`src/rtl/prot_pkg.sv`:
```
package prot_pkg;

    // ----------------------------------------------------------------
    // sizes
    // ----------------------------------------------------------------
    localparam int unsigned N_TERMINALS = 8;
    localparam int unsigned N_OUTPUTS = 3; // relay 1, relay 2, transistor
    localparam int unsigned FN_W = 5;
    localparam int unsigned TIME_W = 16; // times in tenths of a second
    localparam int unsigned MON_W = 16;

    // ----------------------------------------------------------------
    // function codes of terminals and outputs
    // ----------------------------------------------------------------
    localparam logic [FN_W-1:0] FN_FAULT_RESET = 5'h03;
    localparam logic [FN_W-1:0] FN_OUTPUT_BLOCK = 5'h05;
    localparam logic [FN_W-1:0] FN_FAN_WARNING = 5'h08;
    localparam logic [FN_W-1:0] FN_UNDERVOLTAGE = 5'h0B;

    // ----------------------------------------------------------------
    // modes and limits
    // ----------------------------------------------------------------
    localparam logic FAN_MODE_TRIP = 1'b0;
    localparam logic FAN_MODE_WARNING = 1'b1;
    localparam logic [TIME_W-1:0] BLOCK_STOP_MAX = 16'h1770; // 600.0 s
    localparam logic [TIME_W-1:0] TIME_ZERO = 16'h0000;      // free-run / no delay

    // ----------------------------------------------------------------
    // timing
    // ----------------------------------------------------------------
    localparam int unsigned CLK_PERIOD_NS = 4;
    localparam int unsigned TIME_STEP_NS = 100_000_000; // 0.1 s
    localparam int unsigned TICK_CYCLES = TIME_STEP_NS / CLK_PERIOD_NS;

    typedef enum logic [1:0] {
        ST_STOPPED,
        ST_RUN,
        ST_DECEL,
        ST_BLOCKED
    } drive_state_t;

endpackage : prot_pkg

```
`src/rtl/tenth_timer_if.sv`:
```
`timescale 1ns/1ps
`default_nettype none
interface tenth_timer_if;
    logic start;
    logic [prot_pkg::TIME_W-1:0] load;
    logic done;
    logic busy;

    modport timer (input start, input load, output done, output busy);
    modport user (output start, output load, input done, input busy);
endinterface : tenth_timer_if
`default_nettype wire

```
`src/rtl/drive_protection_trip_control.sv`:
```
`timescale 1ns/1ps
`default_nettype none
module drive_protection_trip_control #(
    parameter int unsigned TICK_CYCLES = prot_pkg::TICK_CYCLES
) (
    // clock and reset
    input wire logic clk,
    input wire logic rst_n,
    // pins from the controller and the power stage
    input wire logic [prot_pkg::N_TERMINALS-1:0] input_terminal,
    input wire logic run_command,
    input wire logic keypad_stop_reset,
    input wire logic fan_error,
    input wire logic dc_undervoltage,
    input wire logic over_temperature,
    // configuration
    input wire logic fan_fault_mode,
    input wire logic [prot_pkg::N_TERMINALS*prot_pkg::FN_W-1:0] input_terminal_function,
    input wire logic [2*prot_pkg::FN_W-1:0] relay_output_function,
    input wire logic [prot_pkg::FN_W-1:0] transistor_output_function,
    input wire logic [prot_pkg::TIME_W-1:0] undervoltage_trip_delay,
    input wire logic [prot_pkg::TIME_W-1:0] block_stop_time,
    // live values from the control path
    input wire logic [prot_pkg::MON_W-1:0] output_frequency,
    input wire logic [prot_pkg::MON_W-1:0] output_current,
    // power stage control
    output logic power_enable,
    output logic decelerating,
    // indications and multi-function outputs
    output logic block_indication,
    output logic [prot_pkg::MON_W-1:0] held_frequency,
    output logic [prot_pkg::MON_W-1:0] held_current,
    output logic [1:0] relay_out,
    output logic transistor_out,
    output logic fan_trip,
    output logic undervoltage_trip,
    output logic overheat_trip
);

    localparam int unsigned SYNC_W = prot_pkg::N_TERMINALS + 5;

    // ----------------------------------------------------------------
    // pin synchronisers
    // ----------------------------------------------------------------
    logic [SYNC_W-1:0] meta_q, sync_q;
    logic [prot_pkg::N_TERMINALS-1:0] term_s;
    logic run_s, key_s, fan_s, uv_s, hot_s;

    // only the second stage is read by logic
    always_ff @(posedge clk or negedge rst_n) begin
        if (!rst_n) begin
            meta_q <= '0;
            sync_q <= '0;
        end else begin
            meta_q <= {run_command, keypad_stop_reset, fan_error, dc_undervoltage,
                       over_temperature, input_terminal};
            sync_q <= meta_q;
        end
    end

    assign {run_s, key_s, fan_s, uv_s, hot_s, term_s} = sync_q;

    // ----------------------------------------------------------------
    // terminal decode
    // ----------------------------------------------------------------
    logic [prot_pkg::N_TERMINALS-1:0] reset_hit, block_hit;
    logic reset_level, block_in;

    for (genvar i = 0; i < prot_pkg::N_TERMINALS; i++) begin : g_term
        assign reset_hit[i] = term_s[i] && (input_terminal_function[i*prot_pkg::FN_W +:
            prot_pkg::FN_W] == prot_pkg::FN_FAULT_RESET);
        assign block_hit[i] = term_s[i] && (input_terminal_function[i*prot_pkg::FN_W +:
            prot_pkg::FN_W] == prot_pkg::FN_OUTPUT_BLOCK);
    end

    assign reset_level = (|reset_hit) || key_s;
    assign block_in = |block_hit;

    // ----------------------------------------------------------------
    // timers: undervoltage decision and block deceleration
    // ----------------------------------------------------------------
    tenth_timer_if uv_tmr ();
    tenth_timer_if dec_tmr ();
    tenth_timer #(.TICK_CYCLES(TICK_CYCLES)) u_uv_timer (.clk(clk), .rst_n(rst_n), .tmr(uv_tmr));
    tenth_timer #(.TICK_CYCLES(TICK_CYCLES)) u_dec_timer (.clk(clk), .rst_n(rst_n), .tmr(dec_tmr));

    // ----------------------------------------------------------------
    // trip latches
    // ----------------------------------------------------------------
    logic reset_prev_q, reset_prev_d;
    logic uv_prev_q, uv_prev_d;
    logic fan_trip_q, fan_trip_d;
    logic uv_trip_q, uv_trip_d;
    logic hot_trip_q, hot_trip_d;
    logic reset_pulse, fan_cause, uv_decided, fault_block;

    assign reset_pulse = reset_level && !reset_prev_q;
    assign fan_cause = fan_s && (fan_fault_mode == prot_pkg::FAN_MODE_TRIP);
    // the delay only postpones the recorded trip, never the blocking
    assign uv_decided = uv_s && uv_prev_q && uv_tmr.done;
    assign uv_tmr.start = uv_s && !uv_prev_q;
    assign uv_tmr.load = undervoltage_trip_delay;

    // set wins over reset, and a cause still present is not cleared
    always_comb begin
        reset_prev_d = reset_level;
        uv_prev_d = uv_s;
        fan_trip_d = fan_cause || (fan_trip_q && !reset_pulse);
        hot_trip_d = hot_s || (hot_trip_q && !reset_pulse);
        uv_trip_d = uv_decided || (uv_trip_q && !(reset_pulse && !uv_s));
    end

    always_ff @(posedge clk or negedge rst_n) begin
        if (!rst_n) begin
            reset_prev_q <= 1'b0;
            uv_prev_q <= 1'b0;
            fan_trip_q <= 1'b0;
            uv_trip_q <= 1'b0;
            hot_trip_q <= 1'b0;
        end else begin
            reset_prev_q <= reset_prev_d;
            uv_prev_q <= uv_prev_d;
            fan_trip_q <= fan_trip_d;
            uv_trip_q <= uv_trip_d;
            hot_trip_q <= hot_trip_d;
        end
    end

    // undervoltage blocks at once, before any trip is recorded
    assign fault_block = fan_trip_q || uv_trip_q || hot_trip_q || uv_s || hot_s;

    // ----------------------------------------------------------------
    // run, decelerate and block sequencing
    // ----------------------------------------------------------------
    prot_pkg::drive_state_t state_q, state_d;
    logic [prot_pkg::TIME_W-1:0] stop_time;
    logic [prot_pkg::MON_W-1:0] hold_f_q, hold_f_d, hold_i_q, hold_i_d;
    logic enable_q, enable_d, block_ind_q, block_ind_d, decel_q, decel_d;

    // out-of-range stop times are held to the top of the range
    assign stop_time = (block_stop_time > prot_pkg::BLOCK_STOP_MAX) ?
        prot_pkg::BLOCK_STOP_MAX : block_stop_time;
    assign dec_tmr.start = (state_q == prot_pkg::ST_RUN) && !fault_block && block_in &&
        (stop_time != prot_pkg::TIME_ZERO);
    assign dec_tmr.load = stop_time;

    always_comb begin
        state_d = state_q;
        hold_f_d = hold_f_q;
        hold_i_d = hold_i_q;
        case (state_q)
            prot_pkg::ST_STOPPED: begin
                if (run_s && !block_in && !fault_block) state_d = prot_pkg::ST_RUN;
            end
            prot_pkg::ST_RUN: begin
                if (block_in) begin
                    hold_f_d = output_frequency;
                    hold_i_d = output_current;
                    state_d = (stop_time == prot_pkg::TIME_ZERO || fault_block) ?
                        prot_pkg::ST_BLOCKED : prot_pkg::ST_DECEL;
                end else if (fault_block || !run_s) begin
                    state_d = prot_pkg::ST_STOPPED;
                end
            end
            prot_pkg::ST_DECEL: begin
                // too short a ramp may end in an overvoltage trip upstream
                if (fault_block) state_d = prot_pkg::ST_BLOCKED;
                else if (dec_tmr.done) state_d = prot_pkg::ST_BLOCKED;
            end
            prot_pkg::ST_BLOCKED: begin
                if (!block_in && run_s && !fault_block) state_d = prot_pkg::ST_RUN;
            end
            default: state_d = prot_pkg::ST_STOPPED;
        endcase
        enable_d = ((state_d == prot_pkg::ST_RUN) || (state_d == prot_pkg::ST_DECEL)) &&
            !fault_block;
        decel_d = (state_d == prot_pkg::ST_DECEL) && !fault_block;
        block_ind_d = (state_d == prot_pkg::ST_DECEL) || (state_d == prot_pkg::ST_BLOCKED);
    end

    always_ff @(posedge clk or negedge rst_n) begin
        if (!rst_n) begin
            state_q <= prot_pkg::ST_STOPPED;
            hold_f_q <= '0;
            hold_i_q <= '0;
            enable_q <= 1'b0;
            decel_q <= 1'b0;
            block_ind_q <= 1'b0;
        end else begin
            state_q <= state_d;
            hold_f_q <= hold_f_d;
            hold_i_q <= hold_i_d;
            enable_q <= enable_d;
            decel_q <= decel_d;
            block_ind_q <= block_ind_d;
        end
    end

    // ----------------------------------------------------------------
    // multi-function outputs
    // ----------------------------------------------------------------
    logic fan_warn, uv_warn;
    logic [prot_pkg::N_OUTPUTS*prot_pkg::FN_W-1:0] out_fn;
    logic [prot_pkg::N_OUTPUTS-1:0] mf_q, mf_d;

    assign fan_warn = fan_s && (fan_fault_mode == prot_pkg::FAN_MODE_WARNING);
    assign uv_warn = uv_s;
    assign out_fn = {transistor_output_function, relay_output_function};

    for (genvar k = 0; k < prot_pkg::N_OUTPUTS; k++) begin : g_out
        assign mf_d[k] =
            ((out_fn[k*prot_pkg::FN_W +: prot_pkg::FN_W] == prot_pkg::FN_FAN_WARNING) &&
             fan_warn) ||
            ((out_fn[k*prot_pkg::FN_W +: prot_pkg::FN_W] == prot_pkg::FN_UNDERVOLTAGE) &&
             uv_warn);
    end

    always_ff @(posedge clk or negedge rst_n) begin
        if (!rst_n) mf_q <= '0;
        else mf_q <= mf_d;
    end

    assign relay_out = mf_q[1:0];
    assign transistor_out = mf_q[2];
    assign power_enable = enable_q;
    assign decelerating = decel_q;
    assign block_indication = block_ind_q;
    assign held_frequency = hold_f_q;
    assign held_current = hold_i_q;
    assign fan_trip = fan_trip_q;
    assign undervoltage_trip = uv_trip_q;
    assign overheat_trip = hot_trip_q;
endmodule : drive_protection_trip_control
`default_nettype wire

```
`src/rtl/tenth_timer.sv`:
```
`timescale 1ns/1ps
`default_nettype none
module tenth_timer #(
    parameter int unsigned TICK_CYCLES = prot_pkg::TICK_CYCLES
) (
    // clock and reset
    input wire logic clk,
    input wire logic rst_n,
    // control
    tenth_timer_if.timer tmr
);

    logic [31:0] pre_q, pre_d;
    logic [prot_pkg::TIME_W-1:0] cnt_q, cnt_d;
    logic busy_q, busy_d;
    logic done_q, done_d;

    // ----------------------------------------------------------------
    // down counter in tenths, restartable at any time
    // ----------------------------------------------------------------
    always_comb begin
        pre_d = pre_q;
        cnt_d = cnt_q;
        busy_d = busy_q;
        done_d = 1'b0;
        if (tmr.start) begin
            cnt_d = tmr.load;
            pre_d = 32'h0000_0000;
            busy_d = 1'b1;
        end else if (busy_q) begin
            if (cnt_q == prot_pkg::TIME_ZERO) begin
                busy_d = 1'b0;
                done_d = 1'b1; // zero load ends on the next cycle
            end else if (pre_q == 32'(TICK_CYCLES - 1)) begin
                pre_d = 32'h0000_0000;
                cnt_d = cnt_q - 16'h0001;
            end else begin
                pre_d = pre_q + 32'h0000_0001;
            end
        end
    end

    always_ff @(posedge clk or negedge rst_n) begin
        if (!rst_n) begin
            pre_q <= 32'h0000_0000;
            cnt_q <= 16'h0000;
            busy_q <= 1'b0;
            done_q <= 1'b0;
        end else begin
            pre_q <= pre_d;
            cnt_q <= cnt_d;
            busy_q <= busy_d;
            done_q <= done_d;
        end
    end

    assign tmr.done = done_q;
    assign tmr.busy = busy_q;
endmodule : tenth_timer
`default_nettype wire

```
`config.mk`:
```
export PLATFORM = sky130hd
export DESIGN_NAME = drive_protection_trip_control
export DESIGN_NICKNAME = d
export VERILOG_FILES = /design/src/rtl/prot_pkg.sv /design/src/rtl/tenth_timer_if.sv /design/src/rtl/drive_protection_trip_control.sv /design/src/rtl/tenth_timer.sv
export SDC_FILE = /design/constraint.sdc
export NUM_CORES = 1
export LEC_CHECK = 0
export BUFFER_PORTS_ARGS = -buffer_cell sky130_fd_sc_hd__buf_2
export CORE_MARGIN = 1.5
export CORE_UTILIZATION = 55
export DETAILED_ROUTE_END_ITERATION = 10
export PLACE_DENSITY = 0.87
export SLEW_MARGIN = 20
export SYNTH_ARGS = -nofsm -noshare
export SYNTH_HDL_FRONTEND = slang
export SYNTH_SLANG_ARGS = --single-unit
```
`constraint.sdc`:
```
create_clock -name clk -period 3.05 [get_ports clk]
set_input_delay 0.4575 -clock clk [delete_from_list [all_inputs] [get_ports clk]]
set_output_delay 0.4575 -clock clk [all_outputs]
set_load 0.1 [all_outputs]
```
==> results of run 1 <==
==> path summary, 6_finish.rpt <==
path,startpoint,endpoint,cells after the start
max,u_dec_timer.cnt_q[0],u_dec_timer.pre_q[13],8
min,rst_n,u_dec_timer.pre_q[2],1
max reg2reg,u_dec_timer.cnt_q[0],u_dec_timer.pre_q[13],8
min reg2reg,meta_q[4],sync_q[4],0
max in group asynchronous,rst_n,u_uv_timer.pre_q[18],2
min in group clk,fan_error,meta_q[10],1
==> final cells by class <==
| class | count | area [µm²] | share of cell area, % |
|---|---|---|---|
| multi-input combinational | 623 | 4010 | 39.2 |
| clock buffer | 17 | 425 | 4.16 |
| timing repair buffer | 190 | 1030 | 10.1 |
| inverter | 24 | 90.1 | 0.880 |
| tap | 188 | 235 | 2.30 |
| sequential | 171 | 4280 | 41.8 |
| clock inverter | 15 | 156 | 1.53 |
==> report_power, final <==
part           total, W  leakage, nW  internal (W)  switching, W
combinational   0.00315         2.15      0.000764       0.00239
clock           0.00212        0.278       0.00116      0.000966
sequential      0.00317         2.00       0.00274      0.000433
total           0.00845         4.43       0.00466       0.00379
==> state kept, by name (all words and copies together) (netlist names) <==
| name | cells |
|---|---|
| u_uv_timer.cnt_q | 16 |
| undervoltage_trip | 1 |
| uv_prev_q | 1 |
| fan_trip | 1 |
| mf_q | 3 |
| u_dec_timer.cnt_q | 16 |
| u_dec_timer.tmr.busy | 1 |
| held_frequency | 16 |
| overheat_trip | 1 |
| u_dec_timer.pre_q | 32 |
| sync_q | 13 |
| reset_prev_q | 1 |
| block_indication | 1 |
| u_uv_timer.tmr.done | 1 |
| u_uv_timer.pre_q | 32 |
| held_current | 16 |
| decelerating | 1 |
| u_dec_timer.tmr.done | 1 |
| state_q | 2 |
| power_enable | 1 |
| u_uv_timer.tmr.busy | 1 |
| meta_q | 13 |
==> worst max-delay path, stage by stage, from the launching register on <==
cell     delay, ns
dfrtp_1       0.39
inv_1         0.10
ha_1          0.18
or4b_1        0.51
o41a_1        0.69
o21ai_1       0.48
nor3b_1       0.11
a21oi_1       0.14
nor2_1        0.06
==> through the flow <==
stage / hold WS, ns / worst slack (ns) / power [W]
floorplan: 0.162 / 0.308 / 0.00566
global placement: 0.331 / 0.424 / 0.00624
detailed placement: 0.335 / 0.356 / 0.00633
CTS: 0.0917 / 0.327 / 0.00848
global route: 0.110 / 0.0613 / 0.00884
finish: 0.0582 / 0.269 / 0.00845
==> routing by layer <==
layer	track usage [%]	share of wire (%)	up-vias	wire length, µm
met3	4.67	4.4	30	906
met4	9.12	1.9	0	384
li1	-	-	3486	-
met1	34.2	44	3559	9000
met5	0	0	-	0
met2	41.3	50	230	10200
==> cells in the final DEF (no fill, tap or decap), types with 6 or more instances in the layout <==
cell type  synthesis  final
xor2_1            19     19
or3_1             17     17
a32oi_1            7      7
xnor2_1           19     19
a21oi_1           41     41
nor4_1            18     18
nor2b_1            7      6
nand2b_1           6      6
nor3_1            24     24
or2_2              7      7
inv_6              0      6
mux2i_1            9      9
a31oi_1           10     10
and4_1            11     11
clkbuf_16          0     17
o21ai_0           58     58
dfrtp_1          171    171
and2_1             6      6
and3_1            12     11
mux2_2            33     33
ha_1               9      9
buf_4              1     12
inv_1             24     24
nor4bb_1          10     10
nand3_1           34     34
nand4_1           24     24
nand2_1           54     54
a22oi_1            7      7
buf_2             14    174
nor2_1            88     88
or4_1             11     11
o31ai_1           10     10
==> cells by family after synthesis <==
| logic type | Yosys count | synth area share (%) |
|---|---|---|
| AOI/OAI and AO/OA | 171 | 12.4 |
| xor gates and xnor gates | 38 | 3.88 |
| adders and majority gates | 9 | 1.31 |
| buffers and inverters | 64 | 3.31 |
| DFF | 171 | 49.9 |
| muxes | 42 | 5.39 |
| and+or+nand+nor | 363 | 23.8 |
==> impl_results.md, run 1 <==
* Worst hold path class: input port to async pin
* First-pass GRT wire length at 33000 µm
* DP HPWL at 14600 µm
* Share of cells above drive strength 1 at 26.7%
* Clock sinks at 171
* Clock transition at path regs at 0.07 ns
* #FFs+latches synth at 171
* EDFF count, synth at 0
* Layout area overhead at 19.4%
* Clock skew at 0.0111 ns
* Layout Nets at 1171
* Mapped Nets at 1002
* Startpoint Class: register
* Root Driver: clkbuf_16
* Synth area leader: dfrtp_1
* CTS tree: built
* Maximum buffer depth of the clock tree at 2
* Avg WL per Cell at 16.6 µm
* Detail Route Antenna Nets at 0
* Hold Vio Cnt, Final at 0
* Synth top cells by count: dfrtp_1 (171), nor2_1 (88), o21ai_0 (58), nand2_1 (54), a21oi_1 (41)
* Min Clock Period, post-route at 2.78 ns
* Cell Pwr Density at 826 nW/µm²
* N_diodes at 0
* Syn avg cell area at 9.99 µm²
* Top_reg_cell synth: dfrtp_1
* Leakage at 4.43 nW
* Core Region at 15200 µm²
* Worst slew pin tran at 0.898 ns
* Most frequent cell after synthesis: dfrtp_1
* Number of buffers created by CTS at 17
* Peak Freq at 360 MHz
* Max_cap viols at 0
* Routability Congestion at 0.857
* R2R Setup Slk at 0.27 ns
* # H-tree levels at 4
* Drt drc at 0
* Netlist cell types at 68
* Max-slew violation count at 0
* PortBufs at 175
* Design Area, Final at 10200 µm²
* Crit path arrival time at 3.09 ns
* Worst vdd ir at 0.000838 V
* Fin util at 67.3%
* Proportion of synthesized chip area in sequential cells at 49.9%
* Drt total wl at 20400 µm
* Mapped cell area at 8570 µm²
* Post-cts sizing count at 0
* Vias at 7305
* Post-CTS setup buffer count at 0
* Status: completed
* Relative slew margins at 39.6%
* Number of I/O pins at 176
* Final Setup Violations at 0
* Die area at 16300 µm²
* Share of the synthesized area in the top cell type at 49.9%
* Grt ovf at 0
* Drt pass-1 iters at 5
* Non-Filler Instances at 1228
* CP Max Fanout at 18
* Cell Count Post-Placement at 1196
* Filler Cells Inserted at 1192
* Syn. warnings at 0
* CTS Hold Bufs at 0
* Placed inst area at 9650 µm²
* Tcrit/Tclk final at 91.2%
* Gr usage total at 25.4%
* Ys async rst share at 100%
* Post-Synthesis Cells at 858
* Initial Utilization at 56.4%
* Setup TNS at 0 ns
* Vias/cell at 5.95
* Pin count of the biggest net entering global routing at 79
* Clock latency on the worst-skew pair at 0.43 ns
* # rows at 45
* Ranking of synthesized cells by area: dfrtp_1 (50%), mux2_2 (4.3%), nor2_1 (3.9%)
* Detailed Route Iter0 Violations at 743
* Crit Path Class: register to register
* Die Span Y at 128 µm
* Die X-Extent at 128 µm
* RSZ-0062 raised after global routing: no
* Initial antenna violation count at 0
* Critical Path RT at 3.36 ns
* Crit path capture type: register
* Vias in the first global route at 6850
Power figures use the tool's default switching activity.
==> inputs of run 2 (changes only) <==
--- a/config.mk
+++ b/config.mk
@@ -5,12 +5,12 @@
 export SDC_FILE = /design/constraint.sdc
 export NUM_CORES = 1
 export LEC_CHECK = 0
-export BUFFER_PORTS_ARGS = -buffer_cell sky130_fd_sc_hd__buf_2
-export CORE_MARGIN = 1.5
 export CORE_UTILIZATION = 55
 export DETAILED_ROUTE_END_ITERATION = 10
-export PLACE_DENSITY = 0.87
+export DONT_BUFFER_PORTS = 1
+export PLACE_DENSITY = 0.77
 export SLEW_MARGIN = 20
 export SYNTH_ARGS = -nofsm -noshare
 export SYNTH_HDL_FRONTEND = slang
+export SYNTH_HIERARCHICAL = 1
 export SYNTH_SLANG_ARGS = --single-unit
==> run 2 against run 1 <==
The run now ends with hold timing left. Sequential power grew 39%. Critical path depth up 4. Flip-flop and latch count shrank 1. Setup slack got worse by 0.024 ns. Non-clock buffer count shrank 146. Worst hold slack got worse by 0.35 ns. Maximum frequency shrank 0.86%. Sequential share of layout area up 1.3 points. Critical endpoint is now u_dec_timer/pre_q[14].
==> impl_results.md, run 2 <==
* Status: finished with violations
* Failing checks: hold timing
* First-pass GRT wire length at 34000 µm (+3.1%)
* Grt ovf at 0 (unchanged)
* Initial antenna violation count at 0 (unchanged)
* Drt total wl at 21000 µm (+2.5%)
* Most frequent cell after synthesis: dfrtp_1
* Die area at 16600 µm² (+1.5%)
* Ys async rst share at 100% (unchanged)
* Clock skew at 0.00790 ns (-0.00323 ns)
* Tcrit/Tclk final at 92.0% (+0.79 points)
* Reg-to-reg endpoint: u_dec_timer/pre_q[14]
* Clock transition at path regs at 0.07 ns (about the same)
* Place WS at 0.0176 ns (-0.338 ns)
* Relative slew margins at 38.5% (-1.0 points)
* Max-slew violation count at 0 (unchanged)
* Final Setup Violations at 0 (unchanged)
* Gr usage total at 26.2% (+0.87 points)
* Crit Path Class: register to register
* Synth area leader: dfrtp_1
* Number of I/O pins at 176 (unchanged)
* Pin count of the biggest net entering global routing at 171 (+120%)
* Number of buffers created by CTS at 17 (unchanged)
* Final hold slack at -0.287 ns (-0.345 ns)
* Crit path capture type: register
* Share of cells above drive strength 1 at 14.3% (-12 points)
* Mapped cell area at 8840 µm² (+3.1%)
* # rows at 45 (unchanged)
* Top_reg_cell synth: dfrtp_1
* Routability Congestion at 0.888 (+3.6%)
* Fin util at 63.9% (-3.4 points)
* Pwr Total at 0.00727 W (-14%)
* Synth top cells by count: dfrtp_1 (170), nor2_1 (78), nand2_1 (55), a21oi_1 (48), o21ai_0 (45)
* Hold Vio Cnt, Final at 170 (+170)
* R2R cell count at 12 (+4)
* EDFF count, synth at 0 (unchanged)
* Core Region at 15400 µm² (+1.5%)
* Die Span Y at 129 µm (+0.73%)
* Worst Slack Setup Final at 0.244 ns (-0.0242 ns)
* RSZ-0062 raised after global routing: no
* Max_cap viols at 0 (unchanged)
* Most frequent cells in the layout: dfrtp_1 (168), nor2_1 (77), nand2_1 (55)
* Initial Utilization at 57.3% (+0.91 points)
* Crit path arrival time at 3.16 ns (+0.07 ns)
* Detailed Route Iter0 Violations at 479 (-36%)
* Commonest non-fill, non-tap cell in the layout: dfrtp_1
* CP Max Fanout at 5 (-13)
* Layout area overhead at 11.6%
* # H-tree levels at 4 (unchanged)
* Worst slew pin tran at 0.922 ns (+0.0237 ns)
* Die X-Extent at 129 µm (+0.73%)
* Layout Nets at 1063 (-9.2%)
* Biggest registers after layout: u_dec_timer/pre_q x32, u_uv_timer/pre_q x32
* #FFs+latches synth at 170 (-0.58%)
* Cell Pwr Density at 737 nW/µm² (-11%)
* Clock latency on the worst-skew pair at 0.44 ns (about the same)
* Maximum buffer depth of the clock tree at 2 (unchanged)
* Clock sinks at 170 (-0.58%)
* Proportion of synthesized chip area in sequential cells at 48.1% (-1.8 points)
* Min Clock Period, post-route at 2.81 ns (+0.0242 ns)
* Syn avg cell area at 9.83 µm² (-1.6%)
* Avg WL per Cell at 18.3 µm (+10%)
* R2R Setup Slk at 0.24 ns (-0.02 ns)
* Syn. warnings at 6 (+6)
* Peak Freq at 356 MHz (-0.86%)
* Critical Path RT at 3.41 ns (+0.05 ns)
* Root Driver: clkbuf_16
* Vias at 7235 (-0.96%)
* Netlist cell types at 61 (-10%)
* Share of the synthesized area in the top cell type at 48.1% (-1.8 points)
* Post-Synthesis Cells at 899 (+4.8%)
* CTS tree: built
* Critical R2R Launch: sync_q[3]
* N_diodes at 0 (unchanged)
* Ranking of synthesized cells by area: dfrtp_1 (48%), mux2_2 (4.1%), nor2_1 (3.3%)
* Setup TNS at 0 ns (unchanged)
* Drt pass-1 iters at 5 (unchanged)
* Worst hold path class: input port to async pin
* Startpoint Class: register
* Vias in the first global route at 6820 (-0.44%)
* PortBufs at 0 (-100%)
* Leakage at 3.99 nW (-9.8%)
* Detail Route Antenna Nets at 0 (unchanged)
* Worst vdd ir at 0.000699 V (-17%)
* Vias/cell at 6.32 (+6.3%)
* Drt drc at 0 (unchanged)
* DP HPWL at 14600 µm (about the same)
run 2: cell types whose count changed after synthesis, sizes merged, moves of 8 or more:
cell | previous run | this run
and4 | 11 | 20
mux2i | 9 | 1
xor2 | 19 | 4
o21ai | 60 | 49
or4 | 12 | 27
o31ai | 10 | 30
nor2 | 88 | 78
a2111oi | 1 | 10
run 2: routing by layer:
layer / track usage [%] / wire length, µm / up-vias
li1: - / - / 3434
met1: 34.1 / 9070 / 3536
met2: 43.3 / 10300 / 226
met3: 4.53 / 1070 / 39
met4: 11.4 / 545 / 0
met5: 0 / 0 / -
run 2: what timing repair did:
item | in CTS | in global routing
setup buffers | 0 | 0
setup endpoints to repair | 0 | 4
endpoints found under the hold margin | 170 | 170
resized for setup | 0 | 1
run 2: critical path, cell delays in order, from the launching register on:
cell	delay, ns
dfrtp_1	0.34
nor4bb_1	0.40
a32oi_1	0.11
and4_2	0.22
nand2b_1	0.21
nor2_4	0.14
nor3_1	0.08
nand2b_1	0.19
o21ai_4	0.10
buf_4	0.16
buf_4	0.14
or4_1	0.50
a21oi_1	0.16
run 2: how the worst max path moves through the flow:
stage	start	to	slack [ns]	cells after the start
final	sync_q[3]	u_dec_timer/pre_q[14]	0.24	12
after global routing	sync_q[0]	u_dec_timer/pre_q[14]	0.03	12
after CTS	sync_q[0]	u_dec_timer/pre_q[14]	0.20	12
after detailed placement	block_stop_time[0]	u_dec_timer/cnt_q[12]	0.02	10
after global placement	block_stop_time[0]	u_dec_timer/cnt_q[12]	0.05	10
after floorplan	input_terminal_function[3]	u_dec_timer/pre_q[25]	-0.05	13
run 2: per-stage QoR:
stage / hold slack, ns / instance area, µm² / instances
floorplan: 0.162 / 8860 / 901
global placement: 0.165 / 9300 / 1112
detailed placement: 0.166 / 9300 / 1112
CTS: -0.298 / 9860 / 1144
global route: -0.301 / 9860 / 1144
finish: -0.287 / 9860 / 1144
run 2: kinds of logic (layout without fill, tap and decap cells):
logic type | after synthesis | count (layout) | share of synthesized area [%]
and+or+nand+nor | 380 | 380 | 24.2
AOI/OAI and AO/OA | 219 | 219 | 16.8
DFF | 170 | 170 | 48.1
buffers and inverters | 67 | 99 | 3.40
muxes | 34 | 34 | 4.32
xor gates and xnor gates | 20 | 20 | 1.98
adders and majority gates | 8 | 8 | 1.13
other | 1 | 3 | 0.0424
run 2: area by class of cell:
cell class / count / area (µm²)
Clock buffer: 20 / 447
Multi-Input combinational cell: 664 / 4320
Sequential cell: 170 / 4260
Inverter: 23 / 86.3
Timing Repair Buffer: 44 / 380
Fill cell: 1239 / 5560
Tap cell: 211 / 264
Clock inverter: 12 / 108
run 2: power breakdown:
| group | internal, W | switching, W | total, W |
|---|---|---|---|
| clock | 0.00109 | 0.000932 | 0.00202 |
| combinational | 0.000399 | 0.000451 | 0.000850 |
| sequential | 0.00255 | 0.00186 | 0.00440 |
